**config.mk**
```make
export PLATFORM = sky130hd
export DESIGN_NAME = hvms_top
export DESIGN_NICKNAME = d
export VERILOG_FILES = /design/src/pkg/hvms_pkg.sv /design/src/verilog/hvms_flag.sv /design/src/verilog/hvms_top.sv
export VERILOG_INCLUDE_DIRS = /design/src /design/src/pkg
export SDC_FILE = /design/constraint.sdc
export NUM_CORES = 1
export LEC_CHECK = 0
export ABC_AREA = 1
export CAP_MARGIN = 5
export CELL_PAD_IN_SITES_DETAIL_PLACEMENT = 1
export CELL_PAD_IN_SITES_GLOBAL_PLACEMENT = 1
export CORE_MARGIN = 1.5
export CORE_UTILIZATION = 44
export CTS_CLUSTER_DIAMETER = 150
export CTS_CLUSTER_SIZE = 28
export DETAILED_ROUTE_END_ITERATION = 12
export DONT_BUFFER_PORTS = 1
export HOLD_SLACK_MARGIN = 0.1
export PLACE_DENSITY_LB_ADDON = 0.1
export SKIP_LAST_GASP = 1
export SLEW_MARGIN = 20
export SYNTH_ARGS = -nofsm -noshare
export SYNTH_HDL_FRONTEND = slang
export SYNTH_SLANG_ARGS = --single-unit
```
**constraint.sdc**
```tcl
create_clock -name CLK_I -period 2.2 [get_ports CLK_I]
set_input_delay 0.44 -clock CLK_I [delete_from_list [all_inputs] [get_ports CLK_I]]
set_output_delay 0.44 -clock CLK_I [all_outputs]
set_load 0.02 [all_outputs]
```
**src/pkg/hvms_regs.svh**
```systemverilog
// Bit positions, reset values and widths of the high-voltage monitor status register
`ifndef HVMS_REGS_SVH
`define HVMS_REGS_SVH

`define HVMS_WIDTH          8
`define HVMS_RESET          8'h00
`define HVMS_BIT_WAKE_PIN   7
`define HVMS_BIT_THERMAL    6
`define HVMS_BIT_TIF_PIN    5
`define HVMS_BIT_ADC_BUF    4
`define HVMS_BIT_LVF_OK     3
`define HVMS_BIT_BUS_SC     2
`define HVMS_BIT_TIF_SC     1
`define HVMS_BIT_WAKE_SC    0

`endif

```
**src/pkg/hvms_pkg.sv**
```systemverilog
// Types shared by the high-voltage monitor status block
`default_nettype none

package hvms_pkg;

   // Read-answer sequencer, one-hot
   typedef enum logic [1:0] {
      HVMS_IDLE   = 2'h1,
      HVMS_ANSWER = 2'h2
   } hvms_state_e;

   // One status byte
   typedef logic [7:0] hvms_byte_t;

endpackage

`default_nettype wire

```
**src/verilog/hvms_flag.sv**
```systemverilog
// Sticky status flag: hardware sets, a clear strobe resets, set wins
`timescale 1ns/100ps
`default_nettype none

module hvms_flag (
   input wire logic clk_i,
   input wire logic srst_i,
   input wire logic set_i,
   input wire logic clr_i,
   output logic flag_o
);

   logic flag_ff;     // Held flag
   logic nxt_flag;    // Next value

   // A set arriving with the clear is kept, so no event is lost
   always_comb begin
      if (set_i) begin
         nxt_flag = 1'b1;
      end else if (clr_i) begin
         nxt_flag = 1'b0;
      end else begin
         nxt_flag = flag_ff;
      end
   end

   // Flag register
   always_ff @(posedge clk_i) begin
      if (srst_i) begin
         flag_ff <= 1'b0;
      end else begin
         flag_ff <= nxt_flag;
      end
   end

   assign flag_o = flag_ff;

endmodule

`default_nettype wire

```
**src/verilog/hvms_top.sv**
```systemverilog
// High-voltage monitor status register with its indirect read port
//
// Function
// (RULE1) Bit 7 shows wake pin when input enabled
// (RULE2) Bit 5 shows test pin when input enabled
// (RULE3) Bit 6 flags thermal shutdown occurred
// (RULE4) Bit 4 shows ADC input buffer enable
// (RULE5) Bit 3 zero if supply fell low
// (RULE6) Low-voltage flag cleared only by re-enable
// (RULE7) Bit 2 bus driver short, re-enable clears
// (RULE8) Bit 1 test driver short, re-enable clears
// (RULE9) Bit 0 flags wake driver short
// (RULE10) Read only through command/data interface
// (RULE11) Driver re-enable bit clears itself
// (RULE12) Pin input enable drives read-back bits
`timescale 1ns/100ps
`default_nettype none
`include "hvms_regs.svh"

module hvms_top (
   input wire logic CLK_I,
   input wire logic SRST_I,
   // Indirect read request from the command interface
   input wire logic MON_RD_I,
   // Configuration controls
   input wire logic PIN_IN_EN_I,
   input wire logic DRV_REEN_WR_I,
   input wire logic LVF_EN_I,
   input wire logic LVF_REEN_WR_I,
   // Live conditions
   input wire logic WAKE_PIN_I,
   input wire logic TEST_IF_PIN_I,
   input wire logic THERM_SHDN_I,
   input wire logic ADC_BUF_EN_I,
   input wire logic SUPPLY_LOW_I,
   input wire logic BUS_SC_I,
   input wire logic TIF_SC_I,
   input wire logic WAKE_SC_I,
   // Outputs
   output logic DRV_REEN_O,
   output logic [`HVMS_WIDTH-1:0] MON_LIVE_O,
   output logic [`HVMS_WIDTH-1:0] MON_DATA_O,
   output logic MON_VALID_O
);

   ////////////////////////////////////////////////////////////////////////////
   // Declarations

   hvms_pkg::hvms_state_e state_ff;      // Read sequencer state
   hvms_pkg::hvms_state_e nxt_state;     // Its next value
   logic drv_reen_ff;                    // Self-clearing driver re-enable
   logic [`HVMS_WIDTH-1:0] live_ff;      // Registered live status
   logic [`HVMS_WIDTH-1:0] data_ff;      // Captured read answer
   logic valid_ff;                       // Answer strobe
   hvms_pkg::hvms_byte_t mon_status;     // Assembled status byte
   logic therm_flag;                     // Thermal event seen
   logic supply_low_flag;                // Supply dipped since last re-enable
   logic bus_sc_flag;                    // Bus driver short seen
   logic tif_sc_flag;                    // Test driver short seen
   logic wake_sc_flag;                   // Wake driver short seen

   ////////////////////////////////////////////////////////////////////////////
   // Driver re-enable strobe

   // Written 1 lasts exactly one cycle; a second write in that cycle is merged
   always_ff @(posedge CLK_I) begin
      if (SRST_I) begin
         drv_reen_ff <= 1'b0;
      end else begin
         drv_reen_ff <= DRV_REEN_WR_I & ~drv_reen_ff; // see (RULE11)
      end
   end

   ////////////////////////////////////////////////////////////////////////////
   // Sticky event flags

   // Thermal flag; the re-enable that restores the pins also clears it
   hvms_flag u_therm (
      .clk_i(CLK_I),
      .srst_i(SRST_I),
      .set_i(THERM_SHDN_I),         // see (RULE3)
      .clr_i(drv_reen_ff),
      .flag_o(therm_flag)
   );

   // Supply dip memory; only a low-voltage re-enable write clears it
   hvms_flag u_lvf (
      .clk_i(CLK_I),
      .srst_i(SRST_I),
      .set_i(SUPPLY_LOW_I),         // see (RULE5)
      .clr_i(LVF_REEN_WR_I),        // see (RULE6)
      .flag_o(supply_low_flag)
   );

   // Bus driver short
   hvms_flag u_bus_sc (
      .clk_i(CLK_I),
      .srst_i(SRST_I),
      .set_i(BUS_SC_I),
      .clr_i(drv_reen_ff),          // see (RULE7)
      .flag_o(bus_sc_flag)
   );

   // Test-interface driver short
   hvms_flag u_tif_sc (
      .clk_i(CLK_I),
      .srst_i(SRST_I),
      .set_i(TIF_SC_I),
      .clr_i(drv_reen_ff),          // see (RULE8)
      .flag_o(tif_sc_flag)
   );

   // Wake driver short; held until the pins are re-enabled
   hvms_flag u_wake_sc (
      .clk_i(CLK_I),
      .srst_i(SRST_I),
      .set_i(WAKE_SC_I),            // see (RULE9)
      .clr_i(drv_reen_ff),
      .flag_o(wake_sc_flag)
   );

   ////////////////////////////////////////////////////////////////////////////
   // Status byte assembly

   // Pin read-back is gated so a disabled input reads as 0, not a floating level
   always_comb begin
      mon_status = `HVMS_RESET;
      mon_status[`HVMS_BIT_WAKE_PIN] = PIN_IN_EN_I & WAKE_PIN_I;    // see (RULE1) (RULE12)
      mon_status[`HVMS_BIT_THERMAL] = therm_flag;                   // see (RULE3)
      mon_status[`HVMS_BIT_TIF_PIN] = PIN_IN_EN_I & TEST_IF_PIN_I;  // see (RULE2) (RULE12)
      mon_status[`HVMS_BIT_ADC_BUF] = ADC_BUF_EN_I;                 // see (RULE4)
      mon_status[`HVMS_BIT_LVF_OK] = LVF_EN_I & ~supply_low_flag;   // see (RULE5)
      mon_status[`HVMS_BIT_BUS_SC] = bus_sc_flag;                   // see (RULE7)
      mon_status[`HVMS_BIT_TIF_SC] = tif_sc_flag;                   // see (RULE8)
      mon_status[`HVMS_BIT_WAKE_SC] = wake_sc_flag;                 // see (RULE9)
   end

   // Live copy for the high-voltage logic, one cycle behind
   always_ff @(posedge CLK_I) begin
      if (SRST_I) begin
         live_ff <= `HVMS_RESET;
      end else begin
         live_ff <= mon_status;
      end
   end

   ////////////////////////////////////////////////////////////////////////////
   // Indirect read sequencer

   // A request taken in IDLE is answered next cycle; requests while answering are dropped
   always_comb begin
      case (state_ff)
         hvms_pkg::HVMS_IDLE: begin
            nxt_state = MON_RD_I ? hvms_pkg::HVMS_ANSWER : hvms_pkg::HVMS_IDLE;
         end
         hvms_pkg::HVMS_ANSWER: begin
            nxt_state = hvms_pkg::HVMS_IDLE;
         end
         default: begin
            nxt_state = hvms_pkg::HVMS_IDLE;
         end
      endcase
   end

   // State register
   always_ff @(posedge CLK_I) begin
      if (SRST_I) begin
         state_ff <= hvms_pkg::HVMS_IDLE;
      end else begin
         state_ff <= nxt_state;
      end
   end

   // Answer capture; data holds until the next request is taken
   always_ff @(posedge CLK_I) begin
      if (SRST_I) begin
         data_ff <= `HVMS_RESET;
         valid_ff <= 1'b0;
      end else begin
         valid_ff <= (state_ff == hvms_pkg::HVMS_IDLE) & MON_RD_I;   // see (RULE10)
         if ((state_ff == hvms_pkg::HVMS_IDLE) && MON_RD_I) begin
            data_ff <= mon_status;                                  // see (RULE10)
         end
      end
   end

   assign DRV_REEN_O = drv_reen_ff;
   assign MON_LIVE_O = live_ff;
   assign MON_DATA_O = data_ff;
   assign MON_VALID_O = valid_ff;
endmodule

`default_nettype wire

```
# ---- After elaboration in Yosys (flattened, before gate mapping)
# Index checks and enable logic that the tools add are counted.
dict set report totals {
  output_inout_bits 18
  input_bits 15
  register_bits 25
}
dict set report classes {
  muxes 8
  n_eq_ne 1
  bitwise 8
  reduce_logical 7
}
# op count
set op_table {}
lappend op_table {{$reduce_bool 2->1} 5}
lappend op_table {{$mux 1} 7}
lappend op_table {{$and 1x1->1} 5}
lappend op_table {{$not 1->1} 3}
lappend op_table {{$eq 2x1->1 const B} 1}
lappend op_table {{$mux 2} 1}
lappend op_table {{$reduce_or 2->1} 1}
lappend op_table {{$logic_and 1x1->1} 1}

# ---- Longest topological paths before layout
# Gate-level depths: netlist of run 1.
dict set report logic_depth {
  word_depth 3
  depth_mapped 5
  depth_no_buf 5
}

# ---- Hierarchy
# From an unflattened synthesis of run 1, not the netlist that was laid out.
dict set report unflattened {
  cells_unflattened 114
  area_unflattened_um2 890.9
}
# module area_per_inst_um2 n_inst cells_per_inst
set by_module_without_submodules {}
lappend by_module_without_submodules {hvms_top 690.7 1 89}
lappend by_module_without_submodules {hvms_flag 40.0 5 5}

# ---- Worst setup path after synthesis of run 1
# OpenSTA, ideal clock, no wires.
dict set report synth_path {
  path_type {input-to-reg}
  startpoint {input SRST_I}
  endpoint {register data_ff[0] (netlist: MON_DATA_O[0])}
  n_path_buf 1
  cell_stages 4
  path_slack_ps 1255
  setup_ps 113
  t_arrival_ps 833
  cell_sequence {buf_6 > clkinv_1 > nand2_1 > nor2_1}
}
# element line
set synth_lines {}
lappend synth_lines {{start: declaration} hvms_top.sv:22} ;# input wire logic SRST_I,
lappend synth_lines {{end signal: assignment} hvms_top.sv:177} ;# data_ff <= `HVMS_RESET;
lappend synth_lines {{end signal: assignment} hvms_top.sv:182} ;# data_ff <= mon_status;
lappend synth_lines {{end: declaration} hvms_top.sv:53} ;# logic [`HVMS_WIDTH-1:0] data_ff;

# ---- Worst setup path in the final report of run 1
dict set report layout_path {
  startpoint {register drv_reen_ff (netlist: DRV_REEN_O)}
  endpoint {output DRV_REEN_O}
}
# element line
set layout_lines {}
lappend layout_lines {{start: declaration} hvms_top.sv:51} ;# logic drv_reen_ff;
lappend layout_lines {{start signal: assignment} hvms_top.sv:70} ;# drv_reen_ff <= DRV_REEN_WR_I & ~drv_reen_ff;
lappend layout_lines {{end: declaration} hvms_top.sv:40} ;# output logic DRV_REEN_O,
# No word-level cell between the ends.

==> flow_summary.yaml, run 1 <==
floorplan:
  start_util_pct: 47.9
  pin_count: 33
  core_um2: 1780
  die-area_um2: 2210
  die_h_um: 47.0
  rows: 15
  die_x_um: 47.0
worst_setup_path:
  cp-start-kind: "register"
  r2r_slack_ps: 1250
  cp_num_cells: 0
  r2r_cells: 3
  crit_fanout: 3
  crit_type: "reg -> out"
  required_ps: 1760
  critPathCaptureType: "output port"
  arrival_ps: 820
hold_path:
  holdPathStages: 1
  worstHoldPathType: "in -> reg"
cells_and_area:
  diodes: 0
  nets: 124
  drive_above_1_share_pct: 6.48
  fill_cells: 231
  area_delta_synth_final_pct: 3.67
  design_area_um2: 885
sta:
  worst_pin_slew_ps: 270
  finalSetupTns_ps: 0
  post-route-period-util_pct: 57.2
  fin_skew_ps: 5.92
  finalMaxSlewViolations: 0
  finalSetupViolCount: 0
  grt_setup_unrepaired: "false"
  slew_headroom_pct: 82.0
  finalHoldViolCount: 0
  timing.fmax_ghz: 0.795
  fin_crit_ps: 1260
flow_run:
  max_cap_viol_count: 0
yosys:
  synth.top_cell.area_share_pct: 58.7
  synthesis.nets: 122
  syn_area_um2: 853
  synth_cell_type_count: 12
  yosysWarnings: 0
  postSynthCellCount: 107
  syn_area_per_cell_um2: 7.97
  yosysSeqAreaShare_pct: 58.7
  synth_area_leaders: "dfxtp_1, nor2_1, nand2_1"
  ys_ff_latch: 25
  synth_top_area_cell: "dfxtp_1"
clock_tree:
  cts.path.max_buffers: 2
  cts.sink_count: 25
  post_cts_buffers: 0
  clk_pin_slew_worst_paths_ps: 130
  insertion_delay_ps: 320
  cts_resized: 0
  numCtsBuffers: 3
  htree_levels: 1
  hold_buffers: 0
  tritoncts: "built"
  cts_root_buffer: "clkbuf_4"
routing:
  vias_per_cell: 4.54
  wirelength_um: 1440
  drc: 0
  vias: 604
  antenna_left: 0
  first_iter_violations: 1
  wl_per_cell_um: 10.9
  dr.pass1.iters: 3
placed_design:
  dp_hpwl_um: 1070
  post_dp_cell_area_um2: 857
  io_buffers: 0
  place_congestion: 0.578
pwr:
  power.density_nw_per_um2: 895
  p_leak_nw: 0.438
  vdd_ir_drop_max_mv: 0.388
grt:
  grt_pass1_wl_um: 2230
  met3_usage_pct: 4.23
  met1_usage_pct: 17.8
  grt_pass1_vias: 551
  grt-ovfl-total: 0
  grt.busiest_layer: "met2"
  grt_max_degree: 19
  use_met2_pct: 23.8
  grt.total_usage_pct: 14.8
  antenna_found_initial: 0
outcome:
  status: "finished clean"
-- cells by family after synthesis --
logic type	share of synthesized area, %
and+or+nand+nor	26.4
DFF	58.7
buffers and inverters	12.0
AOI/OAI and AO/OA	2.93
-- through the flow --
stage          hold slack (ps)  setup WS, ps  std cells  power [mW]  util, %
2_1_floorplan              417          1250        107       0.595        -
3_3_place_gp               430          1250        129       0.597     48.1
3_5_place_dp               433          1210        129       0.602     48.1
4_1_cts                    157           929        133       0.805     49.6
5_1_grt                    153           909        133       0.829     49.6
6_report                   168           942        133       0.792     49.6
-- power by group --
group	leakage (nW)	switching, mW	internal, mW	total [mW]
Combinational	0.213	0.0381	0.0227	0.0608
Sequential	0.207	0.0445	0.484	0.528
Clock	0.0177	0.134	0.0681	0.202
-- cell usage in the layout (no fill, tap or decap), types with 3 or more instances in the layout --
master / n
nor2_1: 32
dfxtp_1: 25
clkbuf_4: 3
inv_1: 18
a21oi_1: 5
nand2_1: 19
-- cell type report --
class / count / area (um^2) / area share (%)
well taps: 25 / 31.3 / 3.54
flip-flops and latches: 25 / 500 / 56.6
multi-input cells: 59 / 250 / 28.3
clock inverters: 1 / 5.00 / 0.566
clock buffers: 3 / 22.5 / 2.55
inverters: 20 / 75.1 / 8.49
-- routing by layer --
metal | vias to the layer above | part of all wire (%)
li1 | 308 | -
met1 | 271 | 41
met2 | 23 | 49
met3 | 2 | 7.9
met4 | 0 | 1.8
met5 | - | 0
-- path summary, 6_finish.rpt --
path / to / from
min: MON_LIVE_O[2]$_SDFF_PP0_ / SRST_I
max reg2reg: u_bus_sc.flag_o$_SDFFE_PP0P_ / DRV_REEN_O$_SDFF_PP0_
max: DRV_REEN_O / DRV_REEN_O$_SDFF_PP0_
min reg2reg: MON_LIVE_O[2]$_SDFF_PP0_ / u_bus_sc.flag_o$_SDFFE_PP0P_
-- synth_stat cells --
| master | count |
|---|---|
| nand2_1 | 19 |
| buf_2 | 1 |
| inv_2 | 1 |
| buf_6 | 2 |
| a21oi_1 | 5 |
| nand3_4 | 1 |
| nor2_1 | 32 |
| nor3_1 | 1 |
| clkinv_1 | 1 |
| inv_1 | 18 |
| nor2_4 | 1 |
| dfxtp_1 | 25 |
(Power assumes the default switching activity.)
==> run 2, diff against run 1 <==
ABC_AREA = 0   (was 1)
clock period = 1.22 ns   (was 2.2 ns; I/O delays follow)
==> flow_summary.yaml, run 2 <==
floorplan:
  rows: 15
  die-area_um2: 2250
  die_x_um: 47.4
  die_h_um: 47.4
  pin_count: 33
  core_um2: 1780
  start_util_pct: 48.7
pwr:
  vdd_ir_drop_max_mv: 0.687
  p_leak_nw: 0.431
  finalPower_mw: 1.38
  power.density_nw_per_um2: 1410
yosys:
  yosysWarnings: 0
  syn_area_per_cell_um2: 12.1
  synth.top_cell.area_share_pct: 57.6
  synthArstFlopShare_pct: 0
  postSynthCellCount: 72
  synthesis.nets: 87
  synth_top_area_cell: "dfxtp_1"
  yosysSeqAreaShare_pct: 57.6
  synth-edff-count: 0
  synth_cell_type_count: 15
  syn_area_um2: 868
  synth_area_leaders: "dfxtp_1, mux2_2, nor2b_1"
  synth.most_common_cell: "dfxtp_1"
  ys_ff_latch: 25
  post_synth_most_frequent_cells: "dfxtp_1, mux2_2, nor2b_1"
  synthFlopType: "dfxtp_1"
worst_setup_path:
  crit_fanout: 6
  crit_type: "reg -> out"
  cp-start-kind: "register"
  required_ps: 980
  critPathCaptureType: "output port"
  arrival_ps: 830
cells_and_area:
  nets: 98
  diodes: 0
  drive_above_1_share_pct: 22.0
  area_delta_synth_final_pct: 13.4
  layout_common_cells: "dfxtp_1, nor2b_1, mux2_2, dlygate4sd3_1"
  mostFrequentLayoutCell: "dfxtp_1"
routing:
  vias: 502
  dr.pass1.iters: 2
  wirelength_um: 1420
  first_iter_violations: 2
  wl_per_cell_um: 13.3
  vias_per_cell: 4.69
  drc: 0
  antenna_left: 0
sta:
  slew_headroom_pct: 70.0
  finalSetupViolCount: 0
  timing.fmax_ghz: 0.927
  finalSetupTns_ps: 0
  finalHoldViolCount: 0
  fin_skew_ps: 6.87
  setup_slack_ps: 141
  fin_crit_ps: 1080
  finalMaxSlewViolations: 0
  grt_setup_unrepaired: "false"
  hold_ws_ps: 109
  post-route-period-util_pct: 88.4
  worst_pin_slew_ps: 450
grt:
  grt.total_usage_pct: 14.2
  grt-ovfl-total: 0
  grt_pass1_wl_um: 2180
  grt_max_degree: 16
  grt_pass1_vias: 492
  antenna_found_initial: 0
hold_path:
  worstHoldPathType: "in -> reg"
placed_design:
  io_buffers: 0
  place_congestion: 0.581
  pre_cts_ws_ps: 239
clock_tree:
  cts.sink_count: 25
  numCtsBuffers: 3
  cts.path.max_buffers: 2
  htree_levels: 1
  tritoncts: "built"
  insertion_delay_ps: 300
  cts_root_buffer: "clkbuf_4"
  post_cts_buffers: 0
  clk_pin_slew_worst_paths_ps: 130
outcome:
  status: "finished clean"
flow_run:
  max_cap_viol_count: 0
==> run 2: cell types whose count changed after synthesis, sizes merged <==
cell / previous run / this run
and2b: 0 / 3
and3b: 0 / 2
clkinv: 1 / 0
inv: 19 / 5
mux2: 0 / 8
nand2: 19 / 0
nand2b: 0 / 5
nand3: 1 / 0
nand3b: 0 / 1
nor2: 33 / 2
nor2b: 0 / 10
nor3: 1 / 0
nor3b: 0 / 2
or2: 0 / 1
==> run 2: final timing paths <==
kind | endpoint | slack [ps] | cells past startpoint | from
setup / recovery | DRV_REEN_O | 140 | 0 | DRV_REEN_O$_SDFF_PP0_
hold / removal | u_lvf.flag_o$_SDFFE_PP0P_ | 110 | 2 | LVF_REEN_WR_I
setup reg to reg | MON_DATA_O[0]$_SDFFE_PP0P_ | 240 | 2 | state_ff[1]$_SDFF_PP0_
hold reg to reg | MON_LIVE_O[3]$_SDFF_PP0_ | 460 | 1 | u_lvf.flag_o$_SDFFE_PP0P_
==> run 2: kinds of logic (layout without fill, tap and decap cells) <==
kind of cell | after synthesis | in the layout | share of synthesized area [%]
AOI/OAI and AO/OA | 5 | 5 | 2.88
buffers and inverters | 8 | 18 | 6.05
DFF | 25 | 25 | 57.6
muxes | 8 | 8 | 10.4
and+or+nand+nor | 26 | 26 | 23.1
==> run 2: routing by layer <==
metal / share of wire (%) / vias up / global-route usage, % / wire (um)
li1: - / 250 / - / -
met1: 44 / 230 / 16.7 / 624
met2: 49 / 20 / 23.8 / 690
met3: 6.2 / 2 / 4.15 / 88
met4: 0.99 / 0 / 6.67 / 14
met5: 0 / - / 0 / 0
==> run 2: final cells by class <==
type | count | area (um^2)
Inverter | 5 | 18.8
Sequential cell | 25 | 500
Timing Repair Buffer | 9 | 92.6
Fill cell | 194 | 798
Tap cell | 25 | 31.3
Multi-Input combinational cell | 39 | 315
Clock buffer | 4 | 26.3
==> run 2: power breakdown <==
group          leakage, nW  switching (mW)  internal (mW)
registers            0.206          0.0631          0.864
clock network       0.0150           0.218          0.127
logic                0.209          0.0394         0.0720
total                0.431           0.321           1.06
==> run 2: metrics by stage <==
| stage | util, % | area, um^2 | cells |
|---|---|---|---|
| CTS | 54.5 | 972 | 106 |
| floorplan | - | 868 | 72 |
| global route | 55.2 | 985 | 107 |
| finish | 55.2 | 985 | 107 |
| detailed placement | 48.6 | 866 | 94 |
| global placement | 48.6 | 866 | 94 |
==> run 2: what timing repair did <==
item,4_1_cts,5_1_grt
hold buffers,8,1
endpoints found under the setup margin,0,2
endpoints found under the hold margin,12,1
gates resized for setup,0,1
